### config.mk
export PLATFORM = sky130hd
export DESIGN_NAME = psd_divider
export DESIGN_NICKNAME = d
export VERILOG_FILES = /design/src/hw/psd_pkg.sv /design/src/hw/psd_digit.sv /design/src/hw/psd_divider.sv
export VERILOG_INCLUDE_DIRS = /design/src /design/src/hw
export SDC_FILE = /design/constraint.sdc
export NUM_CORES = 1
export LEC_CHECK = 0
export BUFFER_PORTS_ARGS = -buffer_cell sky130_fd_sc_hd__buf_2
export CAP_MARGIN = 20
export CORE_ASPECT_RATIO = 1.2
export CORE_MARGIN = 3
export CORE_UTILIZATION = 40
export CTS_CLUSTER_SIZE = 40
export DETAILED_ROUTE_END_ITERATION = 10
export MAX_ROUTING_LAYER = met4
export PLACE_DENSITY_LB_ADDON = 0.3
export SLEW_MARGIN = 20
export SYNTH_ARGS = -nofsm -noshare
export SYNTH_HDL_FRONTEND = slang
export SYNTH_HIERARCHICAL = 1
export SYNTH_SLANG_ARGS = --single-unit
### constraint.sdc
create_clock -name sys_clk -period 3.2 [get_ports sys_clk]
set_input_delay 0.32 -clock sys_clk [delete_from_list [all_inputs] [get_ports sys_clk]]
set_output_delay 0.32 -clock sys_clk [all_outputs]
set_load 0.01 [all_outputs]
### src/hw/psd_map.svh
`ifndef PSD_MAP_SVH
`define PSD_MAP_SVH

`define PSD_MOD_LOW 7'd80
`define PSD_MOD_HIGH 7'd81
`define PSD_DIGIT_W 4
`define PSD_STEP_W 3
`define PSD_DECADE_MAX 4'h9
`define PSD_BINARY_MAX 4'hf
`define PSD_HUNDREDS_FIXED 4'h1
`define PSD_CLK_PERIOD_NS 20
`define PSD_LOOP_MAX_NS 700
`define PSD_LOOP_CYCLES (`PSD_LOOP_MAX_NS / `PSD_CLK_PERIOD_NS)
`define PSD_PRESET_MAX_NS 350
`define PSD_PRESET_CYCLES (`PSD_PRESET_MAX_NS / `PSD_CLK_PERIOD_NS)
`define PSD_PRESET_STRETCH 1

`endif

### src/hw/psd_pkg.sv
package psd_pkg;
  typedef enum logic [0:0] {
    PSD_COUNT = 1'b0,
    PSD_PRESET = 1'b1
  } psd_phase_t;
endpackage : psd_pkg

### src/hw/psd_digit.sv
`timescale 1ns/1ps
`default_nettype none
`include "psd_map.svh"

// ==========================================
// One 4-bit down counter, binary or decade
module psd_digit #(
  parameter bit BINARY = 1'b0
) (
  input wire logic sys_clk,
  input wire logic load,
  input wire logic [3:0] load_value,
  input wire logic count_en,
  output logic [3:0] value,
  output logic terminal
);
  logic [3:0] value_reg;

  always_ff @(posedge sys_clk) begin
    if (load) begin
      value_reg <= load_value;
    end else if (count_en) begin
      if (value_reg == 4'h0) begin
        value_reg <= BINARY ? `PSD_BINARY_MAX : `PSD_DECADE_MAX;
      end else begin
        value_reg <= value_reg - 4'h1;
      end
    end
  end

  assign value = value_reg;
  assign terminal = count_en && (value_reg == 4'h0);
endmodule : psd_digit
`default_nettype wire

### src/hw/psd_divider.sv
`timescale 1ns/1ps
`default_nettype none
`include "psd_map.svh"

module psd_divider #(
  parameter bit UHF_VARIANT = 1'b0
) (
  input wire logic sys_clk,
  input wire logic reset,
  input wire logic [2:0] step_digit,
  input wire logic [3:0] hundreds_khz_digit,
  input wire logic [3:0] units_mhz_digit,
  input wire logic [3:0] tens_mhz_digit,
  output logic modulus_high,
  output logic preset_pulse,
  output logic cycle_out,
  output logic [3:0] swallow_counter_low_digit,
  output logic [3:0] swallow_counter_high_digit,
  output logic [3:0] main_counter_units_mhz,
  output logic [3:0] main_counter_tens_mhz,
  output logic [3:0] main_counter_hundreds_mhz
);
  // ==========================================
  // Clock qualification and cycle control
  logic half_reg;
  logic tick;
  logic load;
  logic swallow_zero;
  logic swallow_en;
  logic main_zero;
  logic [4:0] term;
  logic [3:0] vals [5];
  logic [3:0] loads [5];
  logic [4:0] ens;
  psd_pkg::psd_phase_t phase_reg;
  logic cycle_reg;

  always_ff @(posedge sys_clk) begin
    if (reset) begin
      half_reg <= 1'b0;
    end else begin
      half_reg <= ~half_reg;
    end
  end
  assign tick = UHF_VARIANT ? half_reg : 1'b1;

  always_ff @(posedge sys_clk) begin
    if (reset) begin
      phase_reg <= psd_pkg::PSD_PRESET;
    end else if (tick && phase_reg == psd_pkg::PSD_PRESET) begin
      phase_reg <= psd_pkg::PSD_COUNT;
    end else if (tick && main_zero) begin
      phase_reg <= psd_pkg::PSD_PRESET;
    end
  end
  // Preset lasts one cycle (two with UHF_VARIANT); its one-cycle load loads every digit at once
  assign load = tick && phase_reg == psd_pkg::PSD_PRESET;
  assign preset_pulse = phase_reg == psd_pkg::PSD_PRESET;

  always_ff @(posedge sys_clk) begin
    if (reset) begin
      cycle_reg <= 1'b0;
    end else begin
      cycle_reg <= tick && main_zero;
    end
  end
  assign cycle_out = cycle_reg;

  // ==========================================
  // Counter chain
  assign swallow_zero = (vals[0] == 4'h0) && (vals[1] == 4'h0);
  assign swallow_en = tick && !load && !swallow_zero;
  assign main_zero = (vals[2] == 4'h0) && (vals[3] == 4'h0) && (vals[4] == 4'h0) && !load;

  assign loads[0] = {1'b0, step_digit};
  assign loads[1] = hundreds_khz_digit;
  assign loads[2] = units_mhz_digit;
  assign loads[3] = tens_mhz_digit;
  assign loads[4] = `PSD_HUNDREDS_FIXED;

  assign ens[0] = swallow_en;
  assign ens[1] = term[0];
  assign ens[2] = tick && !load && !main_zero;
  assign ens[3] = term[2];
  assign ens[4] = term[3];

  genvar gi;
  generate
    for (gi = 0; gi < 5; gi++) begin : g_digit
      psd_digit #(
        .BINARY(gi == 0)
      ) u_digit (
        .sys_clk(sys_clk),
        .load(load || reset),
        .load_value(loads[gi]),
        .count_en(ens[gi]),
        .value(vals[gi]),
        .terminal(term[gi])
      );
    end
  endgenerate

  // Low swallow digit wraps to 15 when the high digit borrows
  assign modulus_high = !swallow_zero;

  assign swallow_counter_low_digit = vals[0];
  assign swallow_counter_high_digit = vals[1];
  assign main_counter_units_mhz = vals[2];
  assign main_counter_tens_mhz = vals[3];
  assign main_counter_hundreds_mhz = vals[4];

  // ==========================================
  // Helper counters for cycle checks
  logic primed_reg;
  logic [8:0] period_reg;
  logic [8:0] ratio_reg;
  logic [8:0] ratio_next;
  logic [7:0] highs_reg;
  logic [7:0] swallow_len_reg;
  logic [7:0] swallow_len_next;
  logic [4:0] preset_len_reg;

  function automatic logic digit_ok(input logic [3:0] v, input logic bin);
    return bin || (v <= `PSD_DECADE_MAX);
  endfunction : digit_ok

  assign ratio_next = 9'((9'(`PSD_HUNDREDS_FIXED) * 9'd100) + (9'(tens_mhz_digit) * 9'd10) + 9'(units_mhz_digit));
  assign swallow_len_next = 8'({hundreds_khz_digit, 4'h0} + {5'h00, step_digit});

  always_ff @(posedge sys_clk) begin
    if (reset) begin
      primed_reg <= 1'b0;
    end else if (load) begin
      primed_reg <= 1'b1;
    end
  end

  always_ff @(posedge sys_clk) begin
    if (reset) begin
      period_reg <= 9'h000;
      highs_reg <= 8'h00;
    end else if (load) begin
      period_reg <= 9'h000;
      highs_reg <= 8'h00;
    end else if (tick) begin
      period_reg <= period_reg + 9'h001;
      highs_reg <= highs_reg + {7'h00, modulus_high};
    end
  end

  always_ff @(posedge sys_clk) begin
    if (reset) begin
      ratio_reg <= 9'h000;
      swallow_len_reg <= 8'h00;
    end else if (load) begin
      ratio_reg <= ratio_next;
      swallow_len_reg <= swallow_len_next;
    end
  end

  always_ff @(posedge sys_clk) begin
    if (reset) begin
      preset_len_reg <= 5'h00;
    end else if (preset_pulse) begin
      preset_len_reg <= preset_len_reg + 5'h01;
    end else begin
      preset_len_reg <= 5'h00;
    end
  end

  generate
    for (gi = 0; gi < 5; gi++) begin : g_range

    end
  endgenerate
endmodule : psd_divider
`default_nettype wire

After elaboration in Yosys (flattened, before gate mapping). Cells that the tools add are included.

Muxes and demuxes: 15. Reductions and logical operators: 22. Add/subtract/negate cells: 5.

Operators by type and width (number): 2-to-1 mux 4 bit (11); logical NOT 4 bit (5); subtractor 4 x 1 -> 4 bit (second input constant) (5); logical AND 1 bit (9); nonzero test 2 bit (4); 2-to-1 mux 3 bit (2); logical NOT 1 bit (3); 2-to-1 mux 1 bit (2); logical OR 1 bit (1).

Bits of input ports: 17. Output and inout port bits: 23. Flip-flop bits (word level): 22. Word-level logic and storage cells: 50.

Longest topological paths before layout. Gate-level depths: netlist of the first run.

Depth in word-level cells: 9. Depth in mapped cells: 5. Mapped depth without buffers: 5.

Hierarchy. Netlist of the first run, hierarchy kept.

By module, submodules not included: psd_digit (g_digit[1].u_digit ...) (times used 4, cells an instance 22, seq. area each 120.1 µm², area each 217.7 µm²); psd_digit (g_digit[0].u_digit) (times used 1, cells an instance 24, seq. area each 120.1 µm², area each 234.0 µm²); psd_divider (times used 1, cells an instance 17, seq. area each 40.0 µm², area each 150.1 µm²).

Least setup slack after synthesis of the first run. Ideal clock, no wire load.

Kind: reg2reg. Start point: reg g_digit[4].u_digit.value_reg[1]. End point: reg g_digit[4].u_digit.value_reg[0], enable pin. Setup time: 0.260 ns. Path slack: 0.899 ns. Arrival time: 2.041 ns. Path buffers: 0. Stages on the path, launching flop included: 6. Clock period less this slack: 2.301 ns. Required time: 2.940 ns. Cell sequence: edfxtp_1 or4_4 o31a_1 and3b_2 and3b_2 or2_2.

Cells in the longest elaborated chain, start to end: 7.

Ends and longest elaborated chain: from (decl) (RTL line psd_digit.sv:17) `logic [3:0] value_reg;`; from (signal assigned) (RTL line psd_digit.sv:21) `value_reg <= load_value;`; from (signal assigned) (RTL line psd_digit.sv:24) `` value_reg <= BINARY ? `PSD_BINARY_MAX : `PSD_DECADE_MAX; ``; from (signal assigned) (RTL line psd_digit.sv:26) `value_reg <= value_reg - 4'h1;`; logical NOT 4 bit; logical AND 1 bit (2 in series) (RTL line psd_divider.sv:73) `assign main_zero = (vals[2] == 4'h0) && (vals[3] == 4'h0) && (vals[4] == 4'h0) && !load;`; logical NOT 1 bit (RTL line psd_divider.sv:83) `assign ens[2] = tick && !load && !main_zero;`; logical AND 1 bit (RTL line psd_divider.sv:83); named net ens[2] (RTL line psd_divider.sv:34) `logic [4:0] ens;`; logical AND 1 bit (RTL line psd_digit.sv:32) `assign terminal = count_en && (value_reg == 4'h0);`; named net ens[3] (RTL line psd_divider.sv:34); logical AND 1 bit (RTL line psd_digit.sv:32); named net ens[4] (RTL line psd_divider.sv:34).

The timed path passes the listed nets, and every way through them passes these cells. A chain may end at the register's enable or synchronous reset.

Final worst setup path of the first run.
Start point: reg g_digit[4].u_digit.value_reg[1]. End point: reg g_digit[4].u_digit.value_reg[1], enable pin.

The elaborated chain is that of the path after synthesis.

==> results of run 1 <==
==> placed cells by master (no fill, tap or decap), types with 3 or more instances in the layout <==
master	count
edfxtp_1	20
xnor2_1	5
nor3_2	4
clkbuf_4	3
a31oi_1	8
conb_1	5
buf_2	39
o21ai_0	15
nor2_1	13
o21ai_1	4
or2_2	6
nand2_1	20
inv_1	10
==> routing by layer <==
layer  up-vias  part of all wire, %
met5         -                    0
met4         0                 0.58
met3         2                  5.4
met2        31                   48
met1       499                   46
li1        542                    -
==> worst register-to-register path: stages (launching register included) <==
cell	delay [ps]
edfxtp_1	490
or4_4	590
o31a_1	330
and3b_2	210
and3b_2	190
or2_2	320
==> power breakdown <==
part           switching, W  internal, W  total [W]
Clock             0.0000799    0.0000454   0.000125
Combinational     0.0000719    0.0000612   0.000133
Sequential        0.0000419     0.000349   0.000391
Total              0.000194     0.000456   0.000649
==> area by class of cell <==
type	instances	area (um^2)	area share [%]
sequential	22	641	42.5
multi-input combinational	97	564	37.5
timing repair buffer	39	195	13.0
tap	34	42.5	2.82
inverter	10	37.5	2.49
clock buffer	3	22.5	1.50
clock inverter	1	3.75	0.249
==> stage by stage <==
| step | setup slack [ps] | cells |
|---|---|---|
| 2_1_floorplan | 908 | 130 |
| 3_3_place_gp | 920 | 202 |
| 3_5_place_dp | 866 | 202 |
| 4_1_cts | 828 | 206 |
| 5_1_grt | 749 | 206 |
| 6_report | 837 | 206 |
==> path summary, 6_finish.rpt <==
check | end | slack [ps] | cells after the start
max | g_digit[4].u_digit/value[1] | 840 | 5
min | preset_pulse | 220 | 3
max reg2reg | g_digit[4].u_digit/value[1] | 840 | 5
min reg2reg | preset_pulse | 580 | 1
==> impl_metrics.toml, run 1 <==
[worst_setup_path]
slowest_stage = "or4_4"
crit_top_cell = "and3b_2"
slowest_delay_ps = 590
required_ps = 3260
critPathTopFamily = "simple AND/OR/NAND/NOR gates"
critPathKind = "reg -> reg"
worstPathMaxFanout = 6
path_buf_inv = 0
crit_start = "g_digit[4].u_digit/value[1]"
start_kind = "register"
worstSetupEndpointType = "register"
r2r_start = "g_digit[4].u_digit/value[1]"
path_cells = "or4_4 -> o31a_1 -> and3b_2 -> and3b_2 -> or2_2"
arrival_ps = 2430

[sta]
worst_pin_slew_ps = 574
final_hold_viol_count = 0
rsz0062_at_grt = "no"
finalCriticalPeriod_ps = 2360
fmax_mhz = 423
relSlewSlack_pct = 61.8
fin_worst_skew_ps = 2.02
fin_setup_tns_ps = 0
slew_violations = 0
hold_ws_ps = 216
finalCritPeriodShare_pct = 73.9
setup_viol = 0

[power]
power.density_nw_per_um2 = 431
power_w = 0.000649
ir_drop_mv = 0.217
p_leak_nw = 0.650

[detailed_routing]
drt_iter0_drc = 63
viasPerCell = 5.21
vias = 1074
drc = 0
routed_wl_um = 2760
antenna_left = 0
drt_pass1_iterations = 4
post_drt_wl_per_cell_um = 13.4

[logic_synthesis]
syn_inst = 127
syn-cell-area_um2 = 1230
synth.avg_cell_area_um2 = 9.72
ys.warnings.count = 6

[grt]
grt_antenna_before_repair = 0
top_usage_layer = "met2"
gr-usage-met1_pct = 18.9
grt_pass1_vias = 1092
grt_use_met3_pct = 2.71
met2_usage_pct = 27.0
grt_pass1_wl_um = 4680
grt.total_usage_pct = 16.0
grt-ovfl-total = 0
grt_max_degree = 34

[clock_tree]
path_clk_slew_ps = 120
clockBufferDepth = 2
cts-root-buf = "clkbuf_4"
clk_latency_ps = 300
cts_resized = 0
cts_made_buffers = 3
cts_tree = "done"
hold_buffers = 0
numClockSinks = 22
post-cts-setup-buffers = 0
htreeDepth = 1

[floorplan]
pin_count = 40
chipWidth_um = 56.7
die_area_um2 = 3790
start_util_pct = 43.1
rows = 21
die_h_um = 66.9
core_um2 = 2860

[placed_design]
hpwl_um = 2070
io_buffers = 39
place_area_um2 = 1480
routabilityCongestion = 0.857

[hold_path]
hp-class = "in -> reg"
min_from = "reset"

[finish]
finalInstanceArea_um2 = 1510
largest_reg_flops = 20
antenna_cells = 0
utilization_pct = 52.6
fillCellCount = 260
final_nets = 191
drive_gt1_share_pct = 33.7
syn_to_final_growth_pct = 22.0

[run_status]
status = "finished clean"

[job]
maxCapViolCount = 0
(Power assumes the default switching activity.)
==> run 2, diff against run 1 <==
==> constraint.sdc (replaced) <==
create_clock -name sys_clk -period 2.48 [get_ports sys_clk]
set_input_delay 0.248 -clock sys_clk [delete_from_list [all_inputs] [get_ports sys_clk]]
set_output_delay 0.248 -clock sys_clk [all_outputs]
set_load 0.01 [all_outputs]
==> impl_metrics.toml, run 2 (same netlist as run 1, synthesis figures left out) <==
[floorplan]
start_util_pct = 43.1
pin_count = 40
chipWidth_um = 56.7
core_um2 = 2860
rows = 21
die_area_um2 = 3790
die_h_um = 66.9

[detailed_routing]
drc = 0
post_drt_wl_per_cell_um = 12.3
vias = 1071
drt_iter0_drc = 30
routed_wl_um = 2590
viasPerCell = 5.10
antenna_left = 0
drt_pass1_iterations = 4

[grt]
grt.total_usage_pct = 14.4
grt_pass1_wl_um = 4180
grt_antenna_before_repair = 0
grt-ovfl-total = 0
grt_pass1_vias = 975
grt_max_degree = 34

[clock_tree]
hold_buffers = 0
cts_tree = "done"
path_clk_slew_ps = 120
numClockSinks = 22
clockBufferDepth = 2
cts_resized = 0
htreeDepth = 1
cts_made_buffers = 3
clk_latency_ps = 300
post-cts-setup-buffers = 0
cts-root-buf = "clkbuf_4"

[power]
power.density_nw_per_um2 = 544
p_leak_nw = 0.672
switching_share_pct = 29.0
intPower_w = 0.000596
p_sw_w = 0.000243
ir_drop_mv = 0.366
clkPwrFrac_pct = 18.3
pwr-share-comb_pct = 22.9
p_seq_share_pct = 58.8

[worst_setup_path]
critPathKind = "reg -> reg"
ff2ff_setup_slack_ps = 180
worstRegToRegCells = 5
r2r_end = "g_digit[4].u_digit/value[3]"
arrival_ps = 2350
start_kind = "register"
worstSetupEndpointType = "register"
worstPathMaxFanout = 5
required_ps = 2530
crit_start = "g_digit[2].u_digit/value[2]"
r2r_start = "g_digit[2].u_digit/value[2]"
cp-endpoint = "g_digit[4].u_digit/value[3]"

[sta]
finalCritPeriodShare_pct = 92.7
rsz0062_at_grt = "no"
worst_pin_slew_ps = 559
final_hold_viol_count = 0
fin_worst_skew_ps = 11.6
slew_violations = 0
setup_viol = 0
fin_setup_tns_ps = 0
relSlewSlack_pct = 62.7
hold_ws_ps = 133
fmax_mhz = 435
finalCriticalPeriod_ps = 2300

[finish]
layout_commonest_cell = "buf_2"
antenna_cells = 0
largest_reg_flops = 20
drive_gt1_share_pct = 35.8
utilization_pct = 53.8
final_nets = 196
syn_to_final_growth_pct = 24.7
fillCellCount = 279
final_cell_mix = "buf_2 (39), nand2_1 (20), edfxtp_1 (20), o21ai_0 (15), nor2_1 (13)"
finalInstanceArea_um2 = 1540

[hold_path]
hp-class = "in -> reg"

[job]
maxCapViolCount = 0

[run_status]
status = "finished clean"

[placed_design]
routabilityCongestion = 0.832
hpwl_um = 1980
io_buffers = 39
place_area_um2 = 1520
## run 2: per-layer routing
| layer | up-vias | wire length, um | GRT usage [%] |
|---|---|---|---|
| li1 | 553 | - | - |
| met2 | 47 | 1170 | 22.5 |
| met1 | 467 | 1210 | 18.6 |
| met4 | 0 | 26 | 5.93 |
| met3 | 4 | 186 | 2.52 |
| met5 | - | 0 | - |
## run 2: power by group through the flow
stage               Combinational [W]  Sequential, W  Clock, W
global route                 0.000215       0.000499  0.000178
detailed placement           0.000192       0.000502         0
floorplan                   0.0000891       0.000520         0
global placement             0.000190       0.000497         0
CTS                          0.000193       0.000493  0.000163
finish                       0.000192       0.000493  0.000153
## run 2: layout make-up
cell class / instances / area, um^2 / area share [%]
Sequential cell: 22 / 641 / 41.6
Tap cell: 34 / 42.5 / 2.76
Multi-Input combinational cell: 97 / 564 / 36.6
Timing Repair Buffer: 44 / 233 / 15.1
Inverter: 10 / 37.5 / 2.44
Clock buffer: 3 / 22.5 / 1.46
## run 2: worst min path at each step
stage / end / slack, ps / start / cells after the start
floorplan: preset_pulse / 340 / reset / 2
global placement: preset_pulse / 460 / reset / 3
detailed placement: preset_pulse / 450 / reset / 3
CTS: preset_pulse / 130 / reset / 3
global route: preset_pulse / 130 / reset / 3
finish: preset_pulse / 130 / reset / 3
## run 2: critical path, stage by stage, from the launching register on
cell and delay [ps]:
edfxtp_1 470, or4_4 590, o31a_1 300, and3b_2 200, and3b_2 180, or2_2 320
## run 2: through the flow
step / setup WS [ps] / total power, W / instances
6_report: 182 / 0.000839 / 210
4_1_cts: 191 / 0.000850 / 210
3_3_place_gp: 241 / 0.000688 / 207
5_1_grt: 109 / 0.000892 / 210
3_5_place_dp: 211 / 0.000694 / 207
2_1_floorplan: 188 / 0.000609 / 130
==> run 3, diff against run 2 <==
--- a/config.mk
+++ b/config.mk
@@ -9,7 +9,7 @@
 export BUFFER_PORTS_ARGS = -buffer_cell sky130_fd_sc_hd__buf_2
 export CAP_MARGIN = 20
 export CORE_ASPECT_RATIO = 1.2
-export CORE_MARGIN = 3
+export CORE_MARGIN = 2
 export CORE_UTILIZATION = 40
 export CTS_CLUSTER_SIZE = 40
 export DETAILED_ROUTE_END_ITERATION = 10
==> impl_metrics.toml, run 3 (same netlist as run 1, synthesis figures left out) <==
[detailed_routing]
viasPerCell = 5.07
drt_pass1_iterations = 3
vias = 1085
drt_iter0_drc = 14
drc = 0
post_drt_wl_per_cell_um = 12.2
routed_wl_um = 2600
antenna_left = 0

[clock_tree]
numClockSinks = 22
cts_resized = 0
path_clk_slew_ps = 110
clockBufferDepth = 2
htreeDepth = 1
cts-root-buf = "clkbuf_4"
hold_buffers = 0
post-cts-setup-buffers = 0
cts_tree = "done"
cts_made_buffers = 3
clk_latency_ps = 290

[power]
p_sw_w = 0.000247
p_leak_nw = 0.678
p_seq_share_pct = 58.1
power.density_nw_per_um2 = 544
power_w = 0.000846
switching_share_pct = 29.1
clkPwrFrac_pct = 18.6
ir_drop_mv = 0.385
intPower_w = 0.000599
pwr-share-comb_pct = 23.4

[sta]
relSlewSlack_pct = 64.0
fin_setup_tns_ps = 0
setup_viol = 0
slew_violations = 0
finalCritPeriodShare_pct = 92.2
fin_worst_skew_ps = 0.598
hold_ws_ps = 143
fmax_mhz = 437
worst_pin_slew_ps = 540
finalCriticalPeriod_ps = 2290
rsz0062_at_grt = "no"
finalWorstSetupSlack_ps = 194
final_hold_viol_count = 0

[worst_setup_path]
worstSetupEndpointType = "register"
critPathKind = "reg -> reg"
worstPathMaxFanout = 5
arrival_ps = 2340
start_kind = "register"
required_ps = 2540

[grt]
grt_pass1_vias = 983
grt_pass1_wl_um = 4050
grt_antenna_before_repair = 0
grt.total_usage_pct = 15.8
grt-ovfl-total = 0
grt_max_degree = 34

[run_status]
status = "finished clean"

[floorplan]
pin_count = 40
die_area_um2 = 3550
rows = 22
start_util_pct = 41.2
die_h_um = 64.9
core_um2 = 3000
chipWidth_um = 54.7

[finish]
layout_commonest_cell = "buf_2"
fillCellCount = 289
final_cell_mix = "buf_2 (39), nand2_1 (20), edfxtp_1 (20), o21ai_0 (15), nor2_1 (13)"
largest_reg_flops = 20
final_nets = 197
antenna_cells = 0
utilization_pct = 51.8
drive_gt1_share_pct = 36.0
syn_to_final_growth_pct = 25.8

[job]
maxCapViolCount = 0

[hold_path]
hp-class = "in -> reg"

[placed_design]
hpwl_um = 1990
io_buffers = 39
routabilityCongestion = 0.837
placement.setup.worst_slack_ps = 205
==> run 3: cell types whose count changed in the layout (fill, tap and decap cells not counted), sizes merged <==
| cell | before | now |
|---|---|---|
| clkinv | 0 | 1 |
| buf | 44 | 45 |
==> run 3: through the flow <==
step	area, um^2	instances
CTS	1550	214
global route	1550	214
finish	1550	214
detailed placement	1530	210
floorplan	1250	130
global placement	1530	210
==> run 3: metal layers <==
layer | track usage [%] | wire length [um]
met1 | 17.7 | 1130
met5 | - | 0
met3 | 2.07 | 120
met4 | 5.63 | 19
met2 | 27.7 | 1330
==> run 3: cell type report <==
type	count	area, um^2	area share [%]
Sequential cell	22	641	41.2
Multi-Input combinational cell	97	564	36.3
Timing Repair Buffer	45	240	15.5
Tap cell	36	45.0	2.90
Inverter	10	37.5	2.42
Clock buffer	3	22.5	1.45
Clock inverter	1	3.75	0.242
==> run 3: path summary, 6_finish.rpt <==
path	depth (start not counted)	to	slack [ps]	startpoint
setup / recovery	5	g_digit[4].u_digit/value[1]	190	g_digit[2].u_digit/value[2]
hold / removal	3	preset_pulse	140	reset
setup reg to reg	5	g_digit[4].u_digit/value[1]	190	g_digit[2].u_digit/value[2]
hold reg to reg	1	preset_pulse	580	preset_pulse
==> run 3: power groups by stage <==
stage	registers (W)	clock network [W]	logic (W)
6_report	0.000492	0.000157	0.000198
5_1_grt	0.000498	0.000177	0.000221
4_1_cts	0.000492	0.000164	0.000199
3_5_place_dp	0.000500	0	0.000198
3_3_place_gp	0.000496	0	0.000195
2_1_floorplan	0.000520	0	0.0000891
==> run 3: critical path: stages (launching register included) <==
cell and delay [ps]:
edfxtp_1 470, or4_4 590, o31a_1 300, and3b_2 200, and3b_2 180, or2_2 320
